## src/common/synth_regs_consts.svh

```systemverilog
// Purpose: Constants for the synthesizer control-register block
// Assumes: 32-bit serial words, address in bits 3:0
// Notes: Field positions are bit indices within a word
`ifndef SYNTH_REGS_CONSTS_SVH
`define SYNTH_REGS_CONSTS_SVH
`define ADDR_MAIN 4'h0
`define ADDR_PHASE 4'h3
`define ADDR_REFPUMP 4'h4
`define ADDR_FIXED 4'h5
`define ADDR_OUTBLEED 4'h6
`define WORD_BITS 32
`define PH_RESYNC_BIT 29
`define PH_ADJUST_BIT 28
`define PH_VALUE_LSB 4
`define RP_MON_LSB 27
`define RP_DOUBLER_BIT 26
`define RP_HALVER_BIT 25
`define RP_RCOUNT_LSB 15
`define RP_DBUF_BIT 14
`define RP_PUMP_LSB 10
`define RP_REFMODE_BIT 9
`define RP_LEVEL_BIT 8
`define RP_POLARITY_BIT 7
`define RP_PWRDN_BIT 6
`define RP_TRISTATE_BIT 5
`define RP_CNTRST_BIT 4
`define OB_GATED_BIT 30
`define OB_NEGBLEED_BIT 29
`define OB_FBSEL_BIT 24
`define OB_DIVSEL_LSB 21
`define OB_BLEED_LSB 13
`define OB_MUTE_BIT 11
`define OB_BDIS_BIT 10
`define RESET_RCOUNT 10'h001
`endif

```

## src/common/synth_regs_pkg.sv

```systemverilog
// Purpose: Types for the synthesizer control-register block
// Assumes: Constants come from synth_regs_consts.svh
// Notes: One packed struct holds the register state plus load-edge and reference synchronisers; serial pin synchronisers sit outside it
package synth_regs_pkg;
   typedef struct packed {
      logic [2:0] le_sync;
      logic [1:0] ref_sync;
      logic pending;
      logic [31:0] shift;
      logic resync_enable;
      logic phase_adjust_enable;
      logic [23:0] phase_value;
      logic [23:0] phase_acc;
      logic [2:0] monitor_output_select;
      logic reference_doubler_enable;
      logic reference_halver_enable;
      logic [9:0] ref_count;
      logic divider_double_buffer_enable;
      logic [3:0] pump_current_field;
      logic ref_differential;
      logic monitor_level_select;
      logic detector_polarity;
      logic soft_power_down;
      logic pump_tristate;
      logic counter_reset;
      logic gated_bleed_enable;
      logic negative_bleed_enable;
      logic feedback_source_select;
      logic [2:0] divsel_staged;
      logic [2:0] output_divider_select;
      logic [7:0] bleed_current_level;
      logic mute_until_lock;
      logic high_freq_output_disable;
      logic main_write;
   } state_t;
endpackage

```

## src/verilog/synth_phase_ref_output_regs.sv

```systemverilog
// Purpose: Serial control registers for phase, reference path and output controls
// Assumes: Serial pins and load strobe are asynchronous to clk
// Notes: Words shift MSB first; a strobe rising edge commits the word
// Operation
// - Phase word bit 29 enables phase resynchronisation.
// - Phase word bit 28 enables phase shift on each main write.
// - Each main write advances phase by stored 24-bit phase value.
// - Low four address bits route word; 0100 reference, 0110 output.
// - Reference bits 29:27 choose the monitor output signal.
// - Bit 26 enables reference doubler, both edges active.
// - Bit 25 inserts divide-by-two stage after R counter.
// - Ten-bit reference counter divides by 1 through 1023.
// - Bit 14 holds new divider select until main write.
// - Bits 13:10 set charge pump current.
// - Bit 9 selects differential or single-ended reference.
// - Bit 7 sets phase detector polarity.
// - Bit 6 power-down forces counters, pump, lock, outputs off.
// - Bit 5 tristates the charge pump.
// - Bit 4 holds R, N counters and band select reset.
// - Output bit 30 keeps bleed off until lock detected.
// - Bit 24 selects fundamental or divided feedback.
// - Bit 11 keeps output A stage off until lock.
// - Bit 10 disables high-frequency output when set.
// - Load edge aligned to reference rising edge when sync enabled.
`timescale 1ns/1ps
`default_nettype none
`include "synth_regs_consts.svh"
module synth_phase_ref_output_regs #(
   parameter int RCOUNT_W = 10
)
(
   input wire logic clk,
   input wire logic arst_n,
   input wire logic serial_clock,
   input wire logic serial_data,
   input wire logic load_strobe,
   input wire logic ref_in_rise,
   input wire logic load_sync_enable,
   input wire logic lock_detect,
   output logic resync_enable,
   output logic phase_adjust_enable,
   output logic [23:0] phase_offset,
   output logic main_write,
   output logic [2:0] monitor_output_select,
   output logic monitor_level_select,
   output logic reference_doubler_enable,
   output logic reference_halver_enable,
   output logic [RCOUNT_W-1:0] ref_divide,
   output logic [3:0] pump_current_field,
   output logic ref_differential,
   output logic detector_polarity,
   output logic pump_enable,
   output logic counters_reset,
   output logic oscillator_power_down,
   output logic lock_detect_reset,
   output logic bleed_enable,
   output logic negative_bleed_enable,
   output logic feedback_source_select,
   output logic [2:0] output_divider_select,
   output logic [7:0] bleed_current_level,
   output logic output_a_power,
   output logic output_b_power
);
   synth_regs_pkg::state_t st;
   synth_regs_pkg::state_t next_st;
   logic [1:0] sclk_sync;
   logic [1:0] sdat_sync;
   logic [1:0] le_pin_sync;
   logic sclk_prev;

   // Two-stage synchronisers for pins
   always_ff @(posedge clk or negedge arst_n)
   begin
      if (!arst_n)
      begin
         sclk_sync <= 2'h0;
         sdat_sync <= 2'h0;
         le_pin_sync <= 2'h0;
         sclk_prev <= 1'h0;
      end
      else
      begin
         sclk_sync <= {sclk_sync[0], serial_clock};
         sdat_sync <= {sdat_sync[0], serial_data};
         le_pin_sync <= {le_pin_sync[0], load_strobe};
         sclk_prev <= sclk_sync[1];
      end
   end

   // Next-state logic: shift, commit, phase accumulation
   always_comb
   begin
      logic [31:0] w;
      logic commit;
      w = st.shift;
      commit = 1'h0;
      next_st = st;
      next_st.main_write = 1'h0;
      next_st.le_sync = {st.le_sync[1:0], le_pin_sync[1]};
      next_st.ref_sync = {st.ref_sync[0], ref_in_rise};
      if (sclk_sync[1] && !sclk_prev)
      begin
         next_st.shift = {st.shift[30:0], sdat_sync[1]};
      end
      // Rising load edge arms the commit
      if (st.le_sync[1] && !st.le_sync[2])
      begin
         next_st.pending = 1'h1;
      end
      // Align commit to reference rising edge when requested
      if (st.pending)
      begin
         commit = !load_sync_enable || st.ref_sync[1];
      end
      if (commit)
      begin
         next_st.pending = 1'h0;
         unique case (w[3:0])
            `ADDR_MAIN:
            begin
               next_st.main_write = 1'h1;
               if (st.phase_adjust_enable)
               begin
                  // Carry out of bit 23 is dropped on purpose: one full turn
                  next_st.phase_acc = 24'(st.phase_acc + st.phase_value);
               end
               next_st.output_divider_select = st.divsel_staged;
            end
            `ADDR_PHASE:
            begin
               next_st.resync_enable = w[`PH_RESYNC_BIT];
               next_st.phase_adjust_enable = w[`PH_ADJUST_BIT];
               next_st.phase_value = w[`PH_VALUE_LSB +: 24];
            end
            `ADDR_REFPUMP:
            begin
               next_st.monitor_output_select = w[`RP_MON_LSB +: 3];
               next_st.reference_doubler_enable = w[`RP_DOUBLER_BIT];
               next_st.reference_halver_enable = w[`RP_HALVER_BIT];
               next_st.ref_count = w[`RP_RCOUNT_LSB +: 10];
               next_st.divider_double_buffer_enable = w[`RP_DBUF_BIT];
               next_st.pump_current_field = w[`RP_PUMP_LSB +: 4];
               next_st.ref_differential = w[`RP_REFMODE_BIT];
               next_st.monitor_level_select = w[`RP_LEVEL_BIT];
               next_st.detector_polarity = w[`RP_POLARITY_BIT];
               next_st.soft_power_down = w[`RP_PWRDN_BIT];
               next_st.pump_tristate = w[`RP_TRISTATE_BIT];
               next_st.counter_reset = w[`RP_CNTRST_BIT];
            end
            `ADDR_OUTBLEED:
            begin
               next_st.gated_bleed_enable = w[`OB_GATED_BIT];
               next_st.negative_bleed_enable = w[`OB_NEGBLEED_BIT];
               next_st.feedback_source_select = w[`OB_FBSEL_BIT];
               next_st.divsel_staged = w[`OB_DIVSEL_LSB +: 3];
               if (!st.divider_double_buffer_enable)
               begin
                  next_st.output_divider_select = w[`OB_DIVSEL_LSB +: 3];
               end
               next_st.bleed_current_level = w[`OB_BLEED_LSB +: 8];
               next_st.mute_until_lock = w[`OB_MUTE_BIT];
               next_st.high_freq_output_disable = w[`OB_BDIS_BIT];
            end
            default:
            begin
               next_st.pending = 1'h0; // Other addresses belong to other blocks
            end
         endcase
      end
   end

   // State register
   always_ff @(posedge clk or negedge arst_n)
   begin
      if (!arst_n)
      begin
         st <= '0;
         st.ref_count <= `RESET_RCOUNT;
      end
      else
      begin
         st <= next_st;
      end
   end

   // Register-driven phase and main-write outputs, not gated
   assign resync_enable = st.resync_enable;
   assign phase_adjust_enable = st.phase_adjust_enable;
   assign phase_offset = st.phase_acc;
   assign main_write = st.main_write;

   // Monitor and reference path fields
   assign monitor_output_select = st.monitor_output_select;
   assign monitor_level_select = st.monitor_level_select;
   assign reference_doubler_enable = st.reference_doubler_enable;
   assign reference_halver_enable = st.reference_halver_enable;
   assign ref_divide = RCOUNT_W'(st.ref_count);
   assign pump_current_field = st.pump_current_field;
   assign ref_differential = st.ref_differential;
   assign detector_polarity = st.detector_polarity;

   // Pump, counters, oscillator and lock detect follow power-down
   assign pump_enable = !st.pump_tristate && !st.soft_power_down;
   assign counters_reset = st.counter_reset || st.soft_power_down;
   assign oscillator_power_down = st.soft_power_down;
   assign lock_detect_reset = st.soft_power_down;

   // Bleed and feedback controls; gated bleed waits for lock
   assign bleed_enable = !st.gated_bleed_enable || lock_detect;
   assign negative_bleed_enable = st.negative_bleed_enable;
   assign feedback_source_select = st.feedback_source_select;
   assign output_divider_select = st.output_divider_select;
   assign bleed_current_level = st.bleed_current_level;

   // Output stages, off in power-down, muted output waits for lock
   assign output_a_power = !st.soft_power_down && (!st.mute_until_lock || lock_detect);
   assign output_b_power = !st.soft_power_down && !st.high_freq_output_disable;
endmodule
`default_nettype wire
```

## config.mk

```make
export PLATFORM = sky130hd
export DESIGN_NAME = synth_phase_ref_output_regs
export DESIGN_NICKNAME = d
export VERILOG_FILES = /design/src/common/synth_regs_pkg.sv /design/src/verilog/synth_phase_ref_output_regs.sv
export VERILOG_INCLUDE_DIRS = /design/src /design/src/common
export SDC_FILE = /design/constraint.sdc
export NUM_CORES = 1
export LEC_CHECK = 0
export BUFFER_PORTS_ARGS = -buffer_cell sky130_fd_sc_hd__buf_2
export CAP_MARGIN = 20
export CORE_MARGIN = 1.5
export CORE_UTILIZATION = 24
export CTS_BUF_LIST = sky130_fd_sc_hd__clkbuf_2 sky130_fd_sc_hd__clkbuf_4 sky130_fd_sc_hd__clkbuf_8
export CTS_CLUSTER_SIZE = 28
export DETAILED_ROUTE_END_ITERATION = 12
export PLACE_DENSITY = 0.43
export SETUP_SLACK_MARGIN = 0.15
export SYNTH_ARGS = -nofsm -noshare
export SYNTH_HDL_FRONTEND = slang
export SYNTH_SLANG_ARGS = --single-unit
```

## constraint.sdc

```tcl
create_clock -name clk -period 3 [get_ports clk]
set_input_delay 0.3 -clock clk [delete_from_list [all_inputs] [get_ports clk]]
set_output_delay 0.3 -clock clk [all_outputs]
set_load 0.1 [all_outputs]
```

=== Word level (Yosys, flattened, before mapping) ===
Index checks and enable logic that the tools add are counted.

* $add $sub $neg: 1
* Equal/unequal tests: 4
* Multiplexer cells: 7
* Reduce and logical (&&, ||, !) cells: 25

{| class="wikitable"
|+ Operators with widths
! cell !! number
|-
| 24-bit adder || 1
|-
| 4-bit by 3-bit equality test with 1-bit output, second input constant || 2
|-
| 1-bit zero test || 8
|-
| 3-bit case mux with 2 select lines || 1
|-
| 2-bit AND reduction || 3
|-
| 3-bit AND reduction || 2
|-
| 1-bit logical AND || 5
|-
| 1-bit 2-to-1 mux || 5
|-
| 4-bit by 2-bit equality test with 1-bit output, second input constant || 1
|-
| 4-bit zero test || 1
|-
| 1-bit logical OR || 4
|-
| 2-bit nonzero test || 2
|-
| 3-bit 2-to-1 mux || 1
|-
| 2-bit != test, second input constant || 1
|}

* Flip-flop bits (word level): 140
* Bits of input ports: 8
* Word-level logic and storage cells: 70

=== Logic depth before layout (Yosys ltp) ===
* Word-level depth: 4
* Gate-level depth with buffers: 8

=== Least setup slack after synthesis ===
No wires, ideal clock.

* Path type: register to output
* Start point: reg st (netlist bit lock_detect_reset)
* End point: out output_a_power
* Data arrival time: 2404 ps
* Setup slack: 296 ps
* Cell stages (with the launch flop): 2
* Path buffers: 0
* Cells stage by stage: dfrtp_1 > a21oi_1

* Longest elaborated chain between the ends: 2

{| class="wikitable"
|+ Ends and longest elaborated chain
! what !! line !! RTL
|-
| from (decl) || synth_phase_ref_output_regs.sv:64 || <nowiki>synth_regs_pkg::state_t st;</nowiki>
|-
| from (signal assigned) || synth_phase_ref_output_regs.sv:182 || <nowiki>st <= next_st;</nowiki>
|-
| 1-bit zero test || synth_phase_ref_output_regs.sv:216 || <nowiki>assign output_a_power = !st.soft_power_down && (!st.mute_until_lock || lock_detect);</nowiki>
|-
| 1-bit logical AND || synth_phase_ref_output_regs.sv:216 ||
|-
| to (decl) || synth_phase_ref_output_regs.sv:61 || <nowiki>output logic output_a_power,</nowiki>
|}

Every way passes these cells.

=== Final worst setup path ===
* Start point: reg st (netlist bit phase_offset[0])
* End point: reg st (netlist bit phase_offset[18])

* Longest elaborated chain between the ends: 1

{| class="wikitable"
|+ Ends and longest elaborated chain
! what !! line !! RTL
|-
| 24-bit adder || synth_phase_ref_output_regs.sv:125 || <nowiki>next_st.phase_acc = 24'(st.phase_acc + st.phase_value);</nowiki>
|}

Every way passes these cells.
A chain may end at the register's enable or synchronous reset.

==> key figures <==
STA
  • Final period utilization: 86.3%
  • Post-layout min period: roughly 2.6 ns
  • Slew Limit Headroom: 52.7%
  • Final Hold Viols: 0
  • RSZ-0062 raised after global routing: no
  • Fmax: between 300 and 400 MHz
  • Least-Margin Pin Slew: 0.710 ns
  • Final setup violation count: 0
  • Setup TNS: 0 ns
  • Final Slew Violations: 0
  • Worst Skew: 0.00875 ns

CTS
  • Clk slew on worst S/H paths: 0.08 ns
  • CTS tree: done
  • CTS HTree Levels: 4
  • Skew-Pair Late Insertion Delay: 0.44 ns
  • Post_cts resized: 0
  • Clock root cell: clkbuf_8
  • # clock sinks: 140
  • Worst-case clock buffer depth: 2
  • CTS Hold Bufs: 5
  • TritonCTS Buffers: 17
  • Post-CTS Setup Repair Bufs: 0

Final layout
  • Multi-input gate area: 2940 sq um
  • Fin area: about 7800 sq um
  • # diodes: 0
  • Share of cells above drive strength 1: between 30% and 40%
  • Fin cells: 1009
  • Fillers: 3055
  • Fin nets: ~640
  • FF+latch area: 3500 sq um
  • Syn-to-layout area delta: 11.8%

Global routing
  • GRT Total Usage: 10.9%
  • Vias in the first global route: ~4500
  • Pin count of the biggest net entering global routing: 74
  • Initial antenna violation count: 0
  • First-pass GRT wire length: around 26000 microns
  • Total gr overflow: 0

Synthesis
  • Leading area contributor after synthesis: dfrtp_1
  • Synth Instances: 581
  • Mean area per synthesized cell: between 10 and 15 sq um
  • Seq/Total Area, Yosys: 50.2%
  • Mux cell area share after synthesis: 16.4%
  • Largest cells by area after synthesis: dfrtp_1, mux2_2, buf_4
  • Cell Area, Synth: approximately 7000 sq um
  • Synth Register Bits: 140
  • Synth Flop Type: dfrtp_1
  • Most common cell in the netlist: dfrtp_1
  • Simple logic cell fraction of the synthesized area: roughly 9%
  • Compound-Gate Fraction of Synth Area: 11.0%
  • Yosys warns: 0
  • Synth top area share: 49.8%
  • Post-synthesis adder-cell area fraction: 4.41%
  • Commonest cells post-synth: dfrtp_1, mux2_2, buf_4
  • Synth cell types: 66
  • Post-synth EDFFs: 0
  • Ys async rst share: 100%
  • Post-Synth XOR/XNOR Area: 1.38%
  • Synthesized Nets: 613
  • Largest family of logic cells by synthesized area: multiplexers

Worst hold path
  • Hold wc startpoint: load_sync_enable
  • Hold Crit Class: input port to flip-flop
  • Hold Path Depth: 3
  • Hold path endpoint: main_write

Setup path
  • Worst path slowest cell: a221oi_2
  • Worst Setup Path Type: flip-flop to flip-flop
  • Crit path depth: 8
  • CP startpoint kind: flip-flop
  • R2R Path Start: phase_offset[0]
  • CP Data Required Time: 3.32 ns
  • FF-to-FF path depth: 8
  • Reg2Reg Capture Point: phase_offset[18]
  • CP cell instances: ha_1 -> fa_1 -> a21o_1 -> a221oi_2 -> o211ai_4 -> nand3_4 -> o21ai_1 -> a221o_1
  • Worst reg2reg setup slack: 0.41 ns
  • Worst EP arrival: around 2.9 ns
  • CP delay by family, top: compound AO/OA/AOI/OAI gates
  • Endpoint class of the critical path: flip-flop
  • Max incr delay on CP: around 0.50 ns
  • Critical path fanouts, max: 8
  • CP bufs+invs: 0

Place
  • Port bufs: 76
  • Dpl hpwl: 11400 microns
  • RePlAce Congestion: 0.788
  • Placed Area: 7410 sq um
  • Inst Count DP: 972

Die
  • Core area: around 29000 sq um
  • I/O pin total: between 70 and 80
  • Die area: ~30000 sq um
  • Initial Util: between 20% and 30%
  • Die width: 174 microns
  • Chip height: 174 microns
  • Site Rows: 62

Detailed routing
  • DRT iter0 DRCs: 239
  • Antenna violation net count after detailed routing: 0
  • Final wirelength: 15700 microns
  • Drt wl/cell: approximately 16 microns
  • DRC Markers: 0
  • Vias: 4440
  • Detailed Routing Iterations Pass 1: 5
  • Vias per cell: 4.40

Flow run
  • Max-cap viol count: 0

Power
  • Worst VDD drop: 0.479 mV
  • Leak: roughly 3.8 nW
  • PwrDens: 629 nW/um^2

Run status
  • Status: complete, no violations
-- cells in the final DEF, fill, tap and decap left out, types with 8 or more instances in the layout --
master,synthesis,routed
inv_1,8,8
a21oi_1,17,17
dfrtp_1,139,139
mux2_2,89,89
a21o_1,9,9
nand3_1,9,9
nand2_1,38,38
mux2_1,10,10
clkbuf_8,0,18
buf_2,15,75
nor2_1,18,18
ha_1,23,23
o21ai_0,23,23
-- cells by family (layout without fill, tap and decap cells) --
kind of cell    Yosys count  after routing
fa+ha+maj                24             24
simple gates            114            114
flops                   140            140
buf+inv                  85            129
mux                     102            102
xor+xnor                 11             11
compound gates          105            105
-- sequential cells by signal (all words and copies together), names as in the netlist, 2 cells and up --
register,count
next_st,3
pump_current_field,4
monitor_output_select,3
ref_divide,10
bleed_current_level,8
le_pin_sync,2
st,67
sdat_sync,2
phase_offset,24
output_divider_select,3
sclk_sync,2
-- layout make-up --
type,count,area share [%]
Sequential cell,140,44.9
Multi-Input combinational cell,356,37.6
Timing Repair Buffer,89,6.52
Tap cell,384,6.15
Clock buffer,18,3.17
Clock inverter,14,1.23
Inverter,8,0.385
-- tightest hold or removal path: stages --
cell      delay (ns)
buf_2           0.09
nand2b_1        0.07
and4b_1         0.25
-- worst max-delay path by stage --
stage | start | endpoint | slack, ns
floorplan | lock_detect_reset | output_a_power | 0.30
global placement | phase_offset[0] | phase_offset[18] | 0.48
detailed placement | phase_offset[0] | phase_offset[16] | 0.45
CTS | phase_offset[0] | phase_offset[18] | 0.42
global route | phase_offset[0] | phase_offset[18] | 0.26
finish | phase_offset[0] | phase_offset[18] | 0.41
-- metrics by stage --
| stage | hold WS (ns) | worst slack [ns] | util (%) | total power, W |
|---|---|---|---|---|
| finish | 0.334 | 0.411 | 27.2 | 0.00491 |
| CTS | 0.303 | 0.416 | 27.2 | 0.00501 |
| detailed placement | 0.335 | 0.448 | 25.8 | 0.00362 |
| floorplan | 0.00441 | 0.296 | - | 0.00335 |
| global route | 0.323 | 0.264 | 27.2 | 0.00518 |
| global placement | 0.334 | 0.482 | 25.8 | 0.00359 |
-- routing by layer --
metal | vias to the layer above | part of all wire [%] | wire length [microns] | track usage [%]
met4 | 0 | 0.61 | 95 | 3.20
met3 | 7 | 3.4 | 528 | 2.68
met2 | 81 | 46 | 7220 | 16.5
met5 | - | 0 | 0 | 0
met1 | 2243 | 50 | 7810 | 15.4
li1 | 2109 | - | - | -
-- where the power goes --
| part | internal (W) | total [W] | leakage [nW] | switching (W) |
|---|---|---|---|---|
| clock | 0.000593 | 0.00135 | 0.169 | 0.000755 |
| sequential | 0.00210 | 0.00232 | 1.88 | 0.000212 |
| combinational | 0.000335 | 0.00125 | 1.75 | 0.000911 |
Note: power is estimated with default switching activity, not from simulation.
